File: src/shared/evim_pkg.sv
// Constants, register layout and bus carrier types of the interrupt mask.
package evim_pkg;

  // ****************************************************************
  // Bus geometry.
  // ****************************************************************
  localparam int unsigned EVIM_DATA_W = 32;
  localparam int unsigned EVIM_ADR_W  = 8;
  localparam int unsigned EVIM_SEL_W  = EVIM_DATA_W / 8;

  // ****************************************************************
  // Register indices; the byte address is four times the index.
  // ****************************************************************
  localparam logic [5:0] EVIM_MASK_IDX   = 6'h0E;
  localparam logic [5:0] EVIM_STATUS_IDX = 6'h0F;

  // ****************************************************************
  // Reset values.
  // ****************************************************************
  localparam logic [31:0] EVIM_MASK_RST   = 32'h00000000;
  localparam logic [31:0] EVIM_STATUS_RST = 32'h00000000;

  // ****************************************************************
  // Field positions shared by the mask and the status register.
  // ****************************************************************
  localparam int unsigned EVIM_RSVD0_BIT          = 0;
  localparam int unsigned EVIM_PLL_LOCK_BIT       = 1;
  localparam int unsigned EVIM_EXT_SYNC_RST_BIT   = 2;
  localparam int unsigned EVIM_AUTO_ACK_BIT       = 3;
  localparam int unsigned EVIM_TX_FRAME_BEGIN_BIT = 4;
  localparam int unsigned EVIM_TX_PREAMBLE_BIT    = 5;
  localparam int unsigned EVIM_TX_HEADER_BIT      = 6;
  localparam int unsigned EVIM_TX_FRAME_DONE_BIT  = 7;
  localparam int unsigned EVIM_RX_PREAMBLE_BIT    = 8;
  localparam int unsigned EVIM_RX_DELIMITER_BIT   = 9;
  localparam int unsigned EVIM_EDGE_DONE_BIT      = 10;

  // Bits that are reserved: not stored, read as zero, never gate.
  localparam logic [31:0] EVIM_RSVD_BITS = 32'h00000001;

  // ****************************************************************
  // Carrier types.
  // ****************************************************************
  typedef struct packed {
    logic                  cyc;
    logic                  stb;
    logic                  we;
    logic [EVIM_ADR_W-1:0] adr;
    logic [EVIM_SEL_W-1:0] sel;
    logic [EVIM_DATA_W-1:0] dat;
  } evim_wb_req_t;

  typedef struct packed {
    logic                   ack;
    logic [EVIM_DATA_W-1:0] dat;
  } evim_wb_rsp_t;

endpackage

File: src/design/evim_sticky_status.sv
// Sticky event status bits, set by events and cleared by writing ones.
`timescale 1ns/1ps
module evim_sticky_status #(
  parameter int unsigned WIDTH = 32,
  parameter logic [31:0] RSVD  = 32'h00000001
) (
  // Clock and reset.
  input  wire logic             clk_i,
  input  wire logic             rst_i,
  // Event inputs and clear strobe.
  input  wire logic [WIDTH-1:0] set_i,
  input  wire logic [WIDTH-1:0] clr_i,
  // Latched status.
  output logic      [WIDTH-1:0] status_o
);
  import evim_pkg::*;

  logic [WIDTH-1:0] status_r;
  logic [WIDTH-1:0] status_nxt;

  initial begin
    if (WIDTH != 32) begin
      $error("evim_sticky_status supports WIDTH 32 only.");
    end
  end

  // An event in the clearing cycle wins over the clear.
  always_comb begin
    status_nxt = ((status_r & ~clr_i) | set_i) & ~RSVD[WIDTH-1:0];
  end

  always_ff @(posedge clk_i) begin
    if (rst_i) begin
      status_r <= EVIM_STATUS_RST[WIDTH-1:0];
    end else begin
      status_r <= status_nxt;
    end
  end

  assign status_o = status_r;

endmodule

File: src/design/evim_irq_gate.sv
// Per-bit mask gating of latched status onto one interrupt level.
`timescale 1ns/1ps
module evim_irq_gate #(
  parameter int unsigned WIDTH = 32,
  parameter logic [31:0] RSVD  = 32'h00000001
) (
  // Clock and reset.
  input  wire logic             clk_i,
  input  wire logic             rst_i,
  // Mask and status, aligned bit for bit.
  input  wire logic [WIDTH-1:0] mask_i,
  input  wire logic [WIDTH-1:0] status_i,
  // Gated products and interrupt level.
  output logic      [WIDTH-1:0] pending_o,
  output logic                  irq_o
);

  logic [WIDTH-1:0] prod;
  logic             irq_r;

  initial begin
    if (WIDTH > 32) begin
      $error("evim_irq_gate supports WIDTH up to 32 only.");
    end
  end

  // Each mask bit gates only the status bit in its own position.
  for (genvar g = 0; g < WIDTH; g++) begin : g_bit
    if (RSVD[g]) begin : g_rsvd
      assign prod[g] = 1'b0;
    end else begin : g_live
      assign prod[g] = mask_i[g] & status_i[g];
    end
  end

  // Level stays high while any enabled status bit remains set.
  always_ff @(posedge clk_i) begin
    if (rst_i) begin
      irq_r <= 1'b0;
    end else begin
      irq_r <= |prod;
    end
  end

  assign pending_o = prod;
  assign irq_o     = irq_r;

endmodule

File: src/design/evim_top.sv
// Event interrupt mask block with classic Wishbone register access.
//
// Summary of operation
// - Interrupt active when mask and status both set.
// - Mask bits align with status bit positions.
// - Writing mask zero removes that event's interrupt.
// - Clearing status bit also removes its interrupt.
// - Zero mask bit blocks its status bit.
// - Mask is 32-bit RW, reset zero.
// - Mask bit 0 reserved, no gating.
// - Bit 1 enables PLL lock interrupt.
// - Bit 2 enables external sync reset interrupt.
// - Bit 3 enables auto acknowledge trigger interrupt.
// - Bit 4 enables transmit frame begin interrupt.
// - Bit 5 enables transmit preamble sent interrupt.
// - Bit 6 enables transmit header done interrupt.
// - Bit 7 enables transmit frame done interrupt.
// - Bit 8 enables receive preamble found interrupt.
// - Bit 9 enables receive delimiter found interrupt.
// - Bit 10 enables edge processing done interrupt.
//
// Local design decision: register access over Wishbone.
`timescale 1ns/1ps
module evim_top #(
  parameter int unsigned DATA_W = 32
) (
  // Clock and reset.
  input  wire logic                  clk_i,
  input  wire logic                  rst_i,
  // Wishbone slave request and answer.
  input  wire evim_pkg::evim_wb_req_t wb_req_i,
  output evim_pkg::evim_wb_rsp_t      wb_rsp_o,
  // Event pulses or levels from the transceiver core.
  input  wire logic [DATA_W-1:0]     events_i,
  // Interrupt request level and gated view.
  output logic                       irq_o,
  output logic [DATA_W-1:0]          pending_o
);
  import evim_pkg::*;

  // ****************************************************************
  // Elaboration checks.
  // ****************************************************************
  initial begin
    if (DATA_W != EVIM_DATA_W) begin
      $error("evim_top supports a 32-bit data bus only.");
    end
  end

  // ****************************************************************
  // Decode helpers.
  // ****************************************************************
  function automatic logic hit(input logic [EVIM_ADR_W-1:0] adr,
                               input logic [5:0]            idx);
    hit = (adr[EVIM_ADR_W-1:2] == idx);
  endfunction

  function automatic logic [DATA_W-1:0] lanes(
      input logic [EVIM_SEL_W-1:0] sel);
    logic [DATA_W-1:0] m;
    m = '0;
    for (int i = 0; i < EVIM_SEL_W; i++) begin
      m[i*8 +: 8] = {8{sel[i]}};
    end
    lanes = m;
  endfunction

  // ****************************************************************
  // Bus handshake state machine.
  // ****************************************************************
  typedef enum logic [1:0] {
    EVIM_IDLE = 2'b01,
    EVIM_ACK  = 2'b10
  } evim_state_t;

  evim_state_t       state_r;
  evim_state_t       state_nxt;
  logic              req;
  logic              wr_now;
  logic [DATA_W-1:0] wr_lanes;
  logic              mask_hit;
  logic              stat_hit;

  assign req      = wb_req_i.cyc & wb_req_i.stb;
  assign mask_hit = hit(wb_req_i.adr, EVIM_MASK_IDX);
  assign stat_hit = hit(wb_req_i.adr, EVIM_STATUS_IDX);
  assign wr_lanes = lanes(wb_req_i.sel);
  // The write lands on the edge at which the master sees ack high.
  assign wr_now   = (state_r == EVIM_ACK) & req & wb_req_i.we;

  always_comb begin
    state_nxt = state_r;
    unique case (state_r)
      EVIM_IDLE: begin
        if (req) begin
          state_nxt = EVIM_ACK;
        end
      end
      EVIM_ACK: begin
        state_nxt = EVIM_IDLE;
      end
      default: begin
        state_nxt = EVIM_IDLE;
      end
    endcase
  end

  always_ff @(posedge clk_i) begin
    if (rst_i) begin
      state_r <= EVIM_IDLE;
    end else begin
      state_r <= state_nxt;
    end
  end

  // ****************************************************************
  // Mask register.
  // ****************************************************************
  logic [DATA_W-1:0] mask_r;
  logic [DATA_W-1:0] mask_nxt;

  // Byte-lane write; a zero written to any bit withdraws its event.
  always_comb begin
    mask_nxt = mask_r;
    if (wr_now && mask_hit) begin
      mask_nxt = (mask_r & ~wr_lanes) | (wb_req_i.dat & wr_lanes);
    end
    mask_nxt = mask_nxt & ~EVIM_RSVD_BITS;
  end

  always_ff @(posedge clk_i) begin
    if (rst_i) begin
      mask_r <= EVIM_MASK_RST;
    end else begin
      mask_r <= mask_nxt;
    end
  end

  // ****************************************************************
  // Status register.
  // ****************************************************************
  logic [DATA_W-1:0] status;
  logic [DATA_W-1:0] clr;

  assign clr = (wr_now && stat_hit) ? (wb_req_i.dat & wr_lanes) : '0;

  evim_sticky_status #(
    .WIDTH (DATA_W),
    .RSVD  (EVIM_RSVD_BITS)
  ) u_status (
    .clk_i    (clk_i),
    .rst_i    (rst_i),
    .set_i    (events_i),
    .clr_i    (clr),
    .status_o (status)
  );

  // ****************************************************************
  // Interrupt gating.
  // ****************************************************************
  // Bits 1 to 10 each gate their own event: PLL lock, sync reset,
  // auto-ack trigger, tx begin, tx preamble, tx header, tx done,
  // rx preamble, rx delimiter and edge processing done. The host
  // should leave the auto-ack bit clear while auto-ack is off.
  evim_irq_gate #(
    .WIDTH (DATA_W),
    .RSVD  (EVIM_RSVD_BITS)
  ) u_gate (
    .clk_i     (clk_i),
    .rst_i     (rst_i),
    .mask_i    (mask_r),
    .status_i  (status),
    .pending_o (pending_o),
    .irq_o     (irq_o)
  );

  // ****************************************************************
  // Read data and acknowledge.
  // ****************************************************************
  logic [DATA_W-1:0] rdat_r;

  // Read data is captured when the request is taken; unmapped reads zero.
  always_ff @(posedge clk_i) begin
    if (rst_i) begin
      rdat_r <= '0;
    end else if (state_r == EVIM_IDLE && req && !wb_req_i.we) begin
      if (mask_hit) begin
        rdat_r <= mask_r;
      end else if (stat_hit) begin
        rdat_r <= status;
      end else begin
        rdat_r <= '0;
      end
    end
  end

  assign wb_rsp_o.ack = (state_r == EVIM_ACK);
  assign wb_rsp_o.dat = rdat_r;

endmodule

File: config.mk
export PLATFORM = sky130hd
export DESIGN_NAME = evim_top
export DESIGN_NICKNAME = d
export VERILOG_FILES = /design/src/shared/evim_pkg.sv /design/src/design/evim_sticky_status.sv /design/src/design/evim_irq_gate.sv /design/src/design/evim_top.sv
export SDC_FILE = /design/constraint.sdc
export NUM_CORES = 1
export LEC_CHECK = 0
export BUFFER_PORTS_ARGS = -buffer_cell sky130_fd_sc_hd__clkbuf_2
export CAP_MARGIN = 5
export CELL_PAD_IN_SITES_DETAIL_PLACEMENT = 0
export CELL_PAD_IN_SITES_GLOBAL_PLACEMENT = 2
export CORE_MARGIN = 5
export CORE_UTILIZATION = 32
export CTS_BUF_LIST = sky130_fd_sc_hd__clkbuf_2
export CTS_CLUSTER_SIZE = 14
export DETAILED_ROUTE_END_ITERATION = 6
export PLACE_DENSITY = 0.95
export SLEW_MARGIN = 20
export SYNTH_ARGS = -nofsm -noshare
export SYNTH_HDL_FRONTEND = slang
export SYNTH_SLANG_ARGS = --single-unit
File: constraint.sdc
create_clock -name clk_i -period 3 [get_ports clk_i]
set_input_delay 0.3 -clock clk_i [delete_from_list [all_inputs] [get_ports clk_i]]
set_output_delay 0.3 -clock clk_i [all_outputs]
set_load 0.05 [all_outputs]
==> impl_results.md, run 1 <==
- Synth cell types: 25
- Routed WL: 12700 um
- Grt total ovfl: 0
- Critical Path AT: 2.50 ns
- Critical Path Source: state_r[1]
- Routed WL per cell: between 15 and 20 um
- Number of synthesis warnings: 0
- # DRC: 0
- Worst slew margin: 31.8%
- Die width: 122 um
- Post-Syn Area: approximately 0.0040 sq mm
- Area Overhead vs Synth: 40.4%
- Die area: about 0.015 sq mm
- CTS tree: built
- Root buf cell: clkbuf_2
- Hold Path Class: in2reg
- Worst Setup Start Kind: flip-flop
- Postcts setup bufs: 0
- Register area share after synthesis: about 48%
- Clock latency on the worst-skew pair: 0.54 ns
- First-pass GRT wire length: between 20000 and 25000 um
- R2r startpoint: state_r[1]
- Worst-margin pin slew: around 1.0 ns
- Vias: 4028
- Syn Inst Count: 439
- Top-count cell post-synth: nor2_1
- Port Buffers: 140
- Routed Antenna Nets: 0
- Area leader, netlist: dfxtp_1
- Cts bufs inserted: 9
- RePlAce Congestion: just under 0.8
- # IOs: roughly 150
- Initial core utilization: approximately a third
- Rows: 41
- Dominant synthesized flop cell: dfxtp_1
- Type of the worst setup path: reg2reg
- Critical Path RT: between 3 and 4 ns
- Unrepaired setup endpoints after global routing: no
- PostCTS Resize Cnt: 0
- Antenna violations before repair: 0
- Diode count: 0
- Filler cells: about 1200
- Crit path to: u_status.status_o[22]
- Crit. End Element: flip-flop
- Worst R2R Setup Slack: roughly 0.96 ns
- Power Density: about 420 mW/mm^2
- Maximum clock rate: between 0.4 and 0.5 GHz
- Final min period: 2.04 ns
- Clock buffer depth: 2
- Final HPWL DP: around 8800 um
- Commonest cells in the netlist: 97 x nor2_1, 96 x dfxtp_1, 32 x inv_1, 32 x nor3_1
- Async S/R FF share, synth: 0%
- Final Cycle Share: between 60% and 70%
- Gr usage total: between 15 and 20%
- DR pass1 iterations: 4
- Yosys reg bits: 96
- Post-Route Utilization: between 40% and 50%
- VDD IR max: around 0.20 mV
- Post-route setup TNS: 0 ns
- Layout cell share with drive strength beyond 1: approximately 28%
- FF-to-FF End: u_status.status_o[22]
- Layout Nets: around 700
- First-iteration detailed-routing DRC count: ~240
- Clock sinks: 96
- Skew final: approximately 0.013 ns
- Yosys top cell area share: 47.9%
- H-tree depth: 3
- Max-cap violation count: 0
- Crit-path max FO: 8
- Post-cts hold buffer count: between 60 and 70
- Die height: 122 um
- Vias in the first global route: between 4000 and 5000
- EDFF count, synth: 0
- Pleak: between 0.002 and 0.003 uW
- Status: finished, final reports clean
- Reg clk slew, reported paths: about 0.24 ns
- Post-DR vias/cell: around 5
- Fin. max-slew vios: 0
- Pin count of the biggest net entering global routing: between 90 and 100
- Hold violation count in the final report: 0
- Setup violators final: 0
- Syn Area/Cell: slightly above 9 sq um
- Core area: 0.0125 sq mm
- Top post-synthesis cells by area: dfxtp_1 48%, nor2_1 9.1%, mux2i_1 7.7%
- Reg2Reg Depth: 5
[routing by layer]
layer	vias to the layer above	GRT usage (%)	routed length, um	part of all wire [%]
li1	1953	-	-	-
met3	18	3.85	839	6.6
met2	117	29.0	6020	48
met1	1940	22.4	5600	44
met5	-	0	0	0
met4	0	5.88	207	1.6
[stage by stage]
stage               cells  setup slack, ns  hold slack, ns  total power, uW  instance area (sq um)
CTS                   813            0.993          0.0618             2390                   5640
finish                813            0.963           0.107             2360                   5640
global route          813            0.871          0.0557             2490                   5640
floorplan             440             1.30           0.409             1570                   4020
global placement      735            0.906           0.481             1680                   4910
detailed placement    735            0.899           0.479             1680                   4910
[cells by family (layout without fill, tap and decap cells)]
kind of cell / Yosys count / count (layout) / synth area share, %
AND/OR/NAND/NOR: 188 / 188 / 24.7
flip-flops: 96 / 96 / 47.9
AO/OA/AOI/OAI: 63 / 63 / 13.7
buffers and inverters: 60 / 261 / 5.92
multiplexers: 31 / 31 / 7.73
other: 1 / 2 / 0.0934
[final cells by class]
cell class / count / area (sq um) / share of cell area, %
clock inverters: 6 / 58.8 / 1.04
flip-flops and latches: 96 / 1920 / 34.1
repair buffers: 213 / 1410 / 24.9
inverters: 32 / 120 / 2.13
well taps: 172 / 215 / 3.82
multi-input cells: 284 / 1870 / 33.1
clock buffers: 10 / 50.0 / 0.887
[layout by cell type (no fill, tap or decap), drive strengths merged, types with 11 or more instances in the layout]
cell         synthesis  layout
dfxtp               96      96
nor3                32      32
nor2                97      97
nor4                11      11
a311oi              31      31
and2                31      31
a221oi              31      31
clkbuf              23     149
dlygate4sd3          0      62
inv                 32      33
buf                  5      12
mux2i               31      31
[critical path, stage by stage, from the launching register on]
cell and delay, ns:
dfxtp_1 0.44, nand4b_4 0.26, nor4_2 0.31, buf_4 0.23, a311oi_1 0.11, dlygate4sd3_1 0.61
[report_power, final]
| part | switching [uW] | leakage, uW | internal [uW] |
|---|---|---|---|
| clock network | 442 | 0.0000674 | 192 |
| registers | 32.6 | 0.000787 | 1330 |
| logic | 209 | 0.00171 | 157 |
| total | 683 | 0.00256 | 1680 |
[how the worst min path moves through the flow]
| stage | endpoint | depth (start not counted) | slack, ns | from |
|---|---|---|---|---|
| 6_report | state_r[1] | 3 | 0.11 | wb_req_i[45] |
| 5_1_grt | state_r[1] | 3 | 0.06 | wb_req_i[46] |
| 4_1_cts | state_r[1] | 3 | 0.06 | wb_req_i[45] |
| 3_5_place_dp | rdat_r[5] | 2 | 0.48 | rdat_r[5] |
| 3_3_place_gp | rdat_r[14] | 2 | 0.48 | rdat_r[14] |
| 2_1_floorplan | u_status.status_o[10] | 1 | 0.41 | wb_req_i[10] |
(Power assumes the default switching activity.)
==> inputs of run 2 (changes only) <==
- CORE_UTILIZATION: 32 -> 26
- PLACE_DENSITY: 0.95 -> 0.84
- clock period: 3 -> 1.7 ns (I/O delays scaled with it)
==> impl_results.md, run 2 (synthesis results as in run 1) <==
- CP max stage cell: or4_4
- Status: finished with violations
- Worst-margin pin slew: 0.890 ns (-0.134 ns)
- Fin. max-slew vios: 0 (unchanged)
- Power Density: 686 mW/mm^2 (+64%)
- # DRC: 0 (unchanged)
- Die width: 134 um (+10%)
- GR Layer Usage met3: 4.35% (+0.50 points)
- Vias in the first global route: 4125 (+1.6%)
- Die height: 134 um (+10%)
- # IOs: 147 (unchanged)
- FF+latch area: 0.00195 sq mm (+1.7%)
- Placed cell areas: 0.00515 sq mm (+4.9%)
- Cts bufs inserted: 9 (unchanged)
- Port Buffers: 140 (unchanged)
- H-tree depth: 3 (unchanged)
- Initial core utilization: 26.4% (-5.8 points)
- Clock sinks: 96 (unchanged)
- Root buf cell: clkbuf_2
- Delay-heaviest family, CP: simple AND/OR/NAND/NOR gates
- Gr usage total: 15.1% (-2.3 points)
- Placed insts: 765 (+4.1%)
- Crit. End Element: flip-flop
- DR pass1 iterations: 4 (unchanged)
- Multi-input logic area: 0.00194 sq mm (+4.0%)
- M2 GR Usage: 25.3% (-3.7 points)
- Commonest non-fill, non-tap cell in the layout: clkbuf_2
- Maximum clock rate: 0.574 GHz (+17%)
- First-iteration detailed-routing DRC count: 203 (-16%)
- Routed WL: 13600 um (+7.5%)
- Worst stage delay on the critical path: 0.57 ns (-0.04 ns)
- Layout cell share with drive strength beyond 1: 35.0% (+7.2 points)
- Final WS setup: -0.0424 ns (-1.01 ns)
- First-pass GRT wire length: 21500 um (+4.5%)
- Critical Path RT: 2.15 ns (-1.31 ns)
- Antenna violations before repair: 0 (unchanged)
- Rows: 45 (+9.8%)
- Final HPWL DP: 9670 um (+9.9%)
- Type of the worst setup path: reg2reg
- Clock latency on the worst-skew pair: 0.58 ns (+0.04 ns)
- Worst Path Buf+Inv: 0 (-2)
- Hold violation count in the final report: 0 (unchanged)
- Setup WS pre-CTS: -0.205 ns (-1.10 ns)
- Final min period: 1.74 ns (-0.294 ns)
- Final Cycle Share: 102% (+35 points)
- CTS tree: built
- Total Power: 4190 uW (+77%)
- Max-cap violation count: 0 (unchanged)
- RePlAce Congestion: 0.809 (+5.1%)
- Die area: 0.0180 sq mm (+21%)
- Hold Path Class: in2reg
- Diode count: 0 (unchanged)
- Routed Antenna Nets: 0 (unchanged)
- Most frequent cells in the layout: 117 x clkbuf_2, 94 x nor2_1, 70 x dfxtp_1, 65 x dlygate4sd3_1
- Reg clk slew, reported paths: 0.27 ns (+0.03 ns)
- Vias: 4080 (+1.3%)
- Pin count of the biggest net entering global routing: 38 (-60%)
- Crit-path max FO: 3 (-5)
- Grt total ovfl: 0 (unchanged)
- Skew final: 0.0344 ns (+0.0211 ns)
- Post-Route Utilization: 40.2% (-5.0 points)
- Violated checks: negative setup slack
- Post-DR vias/cell: 4.81 (-2.9%)
- Layout Nets: 736 (+2.6%)
- Worst slew margin: 40.5% (+8.8 points)
- Worst Setup Start Kind: flip-flop
- Clock buffer depth: 2 (unchanged)
- Global Route met1 Usage: 18.4% (-4.0 points)
- Routed WL per cell: 16.1 um (+3.1%)
- Setup violators final: 1 (+1)
- Pleak: 0.00271 uW (+5.6%)
- Critical Path AT: 2.19 ns (-0.31 ns)
- Layer with the highest usage: met2
- Core area: 0.0152 sq mm (+22%)
- VDD IR max: 0.356 mV (+80%)
- Filler cells: 1541 (+24%)
- Cell area after layout: 0.00611 sq mm (+8.3%)
- Fin cells: 848 (+4.3%)
- CP Cell Sequence: and2_4 -> or4_4 -> nor4_4 -> a41oi_2
- Area Overhead vs Synth: 52.1%
- Unrepaired setup endpoints after global routing: yes
[run 2: cell count changes in the layout (fill, tap and decap cells not counted), moves of 3 or more]
cell,change
dfxtp_2,+26
clkbuf_4,+23
buf_12,+8
buf_2,+3
clkbuf_2,-32
dlygate4sd3_1,+3
clkbuf_8,+3
dfxtp_1,-26
nor2_4,+3
nor2_2,-3
buf_4,+11
a221oi_1,-3
a221oi_2,+3
[run 2: final timing paths]
kind                          from           end  slack (ns)  depth (start not counted)
max          u_status.status_o[29]  u_gate.irq_o       -0.04                          4
min                   wb_req_i[44]     rdat_r[1]        0.17                          5
max reg2reg  u_status.status_o[29]  u_gate.irq_o       -0.04                          4
min reg2reg             rdat_r[19]    rdat_r[19]        0.51                          2
[run 2: tightest hold or removal path: stages]
cell,delay (ns)
clkbuf_2,0.18
nor2_4,0.06
buf_4,0.18
nor2_1,0.10
nor3_1,0.05
[run 2: repair_timing]
item | in CTS | in global routing
hold endpoints to repair | 74 | 0
hold buffers | 65 | 0
buffers inserted | 1 | 1
setup endpoints to repair | 16 | 46
gates resized for setup | 25 | 63
pin swaps | 0 | 5
[run 2: routing by layer]
| layer | vias up | share of wire (%) |
|---|---|---|
| li1 | 2005 | - |
| met1 | 1915 | 44 |
| met2 | 134 | 47 |
| met3 | 26 | 6.1 |
| met4 | 0 | 2.4 |
| met5 | - | 0 |
[run 2: report_power, final]
part | switching (uW) | internal, uW | leakage, uW
Combinational | 379 | 293 | 0.00184
Sequential | 61.6 | 2350 | 0.000796
Clock | 770 | 338 | 0.0000693
Total | 1210 | 2980 | 0.00271
[run 2: area by class of cell]
type,count,area share [%]
clock buffer,10,0.819
clock inverter,6,0.983
inverter,32,1.97
multi-input combinational,284,31.8
sequential,96,32.0
tap,188,3.85
timing repair buffer,232,28.6
[run 2: per-stage QoR]
stage,hold WS [ns],setup TNS [ns]
global route,0.129,-0.103
CTS,0.0646,-0.0299
finish,0.172,-0.0424
detailed placement,0.385,-1.44
global placement,0.381,-0.755
floorplan,0.279,0
==> inputs of run 3 (changes only) <==
- CORE_UTILIZATION: 26 -> 28
- PLACE_DENSITY: 0.84 -> 0.85
- SYNTH_HIERARCHICAL: unset -> 1
==> impl_results.md, run 3 <==
- Grt total ovfl: 0 (unchanged)
- Pleak: 0.00307 uW (+14%)
- DR pass1 iterations: 5 (+1)
- Crit-path max FO: 3 (unchanged)
- Layout Nets: 867 (+18%)
- Fin. max-slew vios: 0 (unchanged)
- Core area: 0.0172 sq mm (+13%)
- Syn Area/Cell: 8.78 sq um (-4.1%)
- Fin Hold WS: 0.0840 ns (-0.0882 ns)
- Vias: 4896 (+20%)
- Levels on crit path: 5 (+1)
- Most frequent cells in the layout: 117 x clkbuf_2, 94 x nand2b_1, 65 x dlygate4sd3_1, 62 x a21oi_1
- Hold violation count in the final report: 0 (unchanged)
- Unrepaired setup endpoints after global routing: yes
- Rows: 48 (+6.7%)
- Status: finished with violations
- Hold Path Class: in2reg
- Reg clk slew, reported paths: 0.26 ns (about the same)
- Final WS setup: -0.0387 ns (+0.00367 ns)
- Die height: 142 um (+5.7%)
- Clock buffer depth: 2 (unchanged)
- Clock latency on the worst-skew pair: 0.62 ns (+0.04 ns)
- Antenna violations before repair: 1 (+1)
- Final Cycle Share: 102% (-0.22 points)
- CP max stage cell: or4_4
- Crit. End Element: flip-flop
- Cts bufs inserted: 9 (unchanged)
- Critical Path RT: 2.23 ns (+0.08 ns)
- H-tree depth: 3 (unchanged)
- Die area: 0.0202 sq mm (+12%)
- Syn Nets: between 600 and 700
- Violated checks: negative setup slack
- Power Density: 630 mW/mm^2 (-8.1%)
- Skew final: 0.0148 ns (-0.0196 ns)
- Max-cap violation count: 0 (unchanged)
- Maximum clock rate: 0.575 GHz (+0.21%)
- VDD IR max: 0.429 mV (+21%)
- First-pass GRT wire length: 25600 um (+19%)
- Vias in the first global route: 4890 (+19%)
- # DRC: 0 (unchanged)
- Routed WL per cell: 16.3 um (+1.8%)
- # IOs: 147 (unchanged)
- Area Overhead vs Synth: 52.2% (about the same)
- Worst Path Buf+Inv: 1 (+1)
- First-iteration detailed-routing DRC count: 278 (+37%)
- Number of synthesis warnings: 6 (+6)
- Worst stage delay on the critical path: 0.55 ns (-0.02 ns)
- Post-Route Utilization: 43.2% (+3.0 points)
- Delay-heaviest family, CP: simple AND/OR/NAND/NOR gates
- CTS tree: built
- Type of the worst setup path: reg2reg
- Worst Setup Start Kind: flip-flop
- Routed WL: 16600 um (+22%)
- Reg2Reg Depth: 5 (+1)
- Gr usage total: 16.1% (+0.95 points)
- Port Buffers: 141 (+0.71%)
- Die width: 142 um (+5.7%)
- Commonest non-fill, non-tap cell in the layout: clkbuf_2
- Routed Antenna Nets: 0 (unchanged)
- Final min period: 1.74 ns (-0.00367 ns)
- Clock sinks: 97 (+1.0%)
- RePlAce Congestion: 0.798 (-1.4%)
- Initial core utilization: 28.4% (+2.0 points)
- Post-Syn Area: 0.00488 sq mm (+21%)
- Syn Inst Count: 556 (+27%)
- Setup violators final: 1 (unchanged)
- CP Cell Sequence: and2_1 -> or4_4 -> nor4_4 -> buf_4 -> a41oi_2
- Root buf cell: clkbuf_2
- Layout cell share with drive strength beyond 1: 36.5% (+1.5 points)
- Pin count of the biggest net entering global routing: 129 (+240%)
- Post-DR vias/cell: 4.81 (about the same)
- Final HPWL DP: 11100 um (+14%)
- Critical Path AT: 2.27 ns (+0.08 ns)
- Worst Hold Depth: 3 (-2)
[run 3: changes by cell type in the layout (fill, tap and decap cells not counted), moves of 22 or more]
cell / change
nand2b_1: +93
nor2_1: -93
a21oi_1: +62
nand3_1: +32
nand4b_1: +31
nor3_1: -31
buf_4: +29
a221oi_1: -28
and2_1: +22
[run 3: path summary, 6_finish.rpt]
check        startpoint              endpoint  slack (ns)
max           flip-flop          u_gate/irq_o       -0.04
min               rst_i  u_status/status_o[3]        0.08
max reg2reg   flip-flop          u_gate/irq_o       -0.04
min reg2reg   flip-flop             flip-flop        0.50
[run 3: tightest hold or removal path, cell delays in order]
cell and delay [ns]:
buf_4 0.12, buf_12 0.23, a21oi_1 0.16
[run 3: metal layers]
metal / up-vias / wire length, um / share of wire (%) / global-route usage [%]
li1: 2403 / - / - / -
met5: - / 0 / 0 / 0
met4: 0 / 326 / 2.0 / 6.77
met3: 19 / 857 / 5.2 / 3.16
met1: 2332 / 7410 / 45 / 20.1
met2: 142 / 8030 / 48 / 27.1
[run 3: power by group]
part	internal (uW)	switching [uW]
registers	2380	61.5
clock network	621	810
logic	358	456
[run 3: area by class of cell]
class	count	area (sq um)
fillers	1728	9750
well taps	225	282
clock inverters	7	109
clock buffers	9	45.0
flip-flops and latches	97	2000
multi-input cells	381	2730
repair buffers	263	2130
diodes	1	2.50
inverters	34	128
[run 3: what timing repair did]
item	in CTS	in global routing
hold buffers	65	0
resized for setup	83	53
endpoints found under the setup margin	33	48
hold endpoints to repair	64	0
pin swaps	2	3
setup buffers	2	3
[run 3: stage by stage]
step / instances / instance area, sq um / worst slack, ns / setup TNS, ns / power (uW)
2_1_floorplan: 556 / 4880 / -0.0188 / -0.300 / 2870
3_3_place_gp: 930 / 6180 / -0.326 / -2.86 / 3150
3_5_place_dp: 930 / 6180 / -0.309 / -4.04 / 3160
4_1_cts: 1013 / 7300 / -0.0604 / -0.115 / 4750
5_1_grt: 1017 / 7430 / -0.0599 / -0.0599 / 4900
6_report: 1017 / 7430 / -0.0387 / -0.0387 / 4680
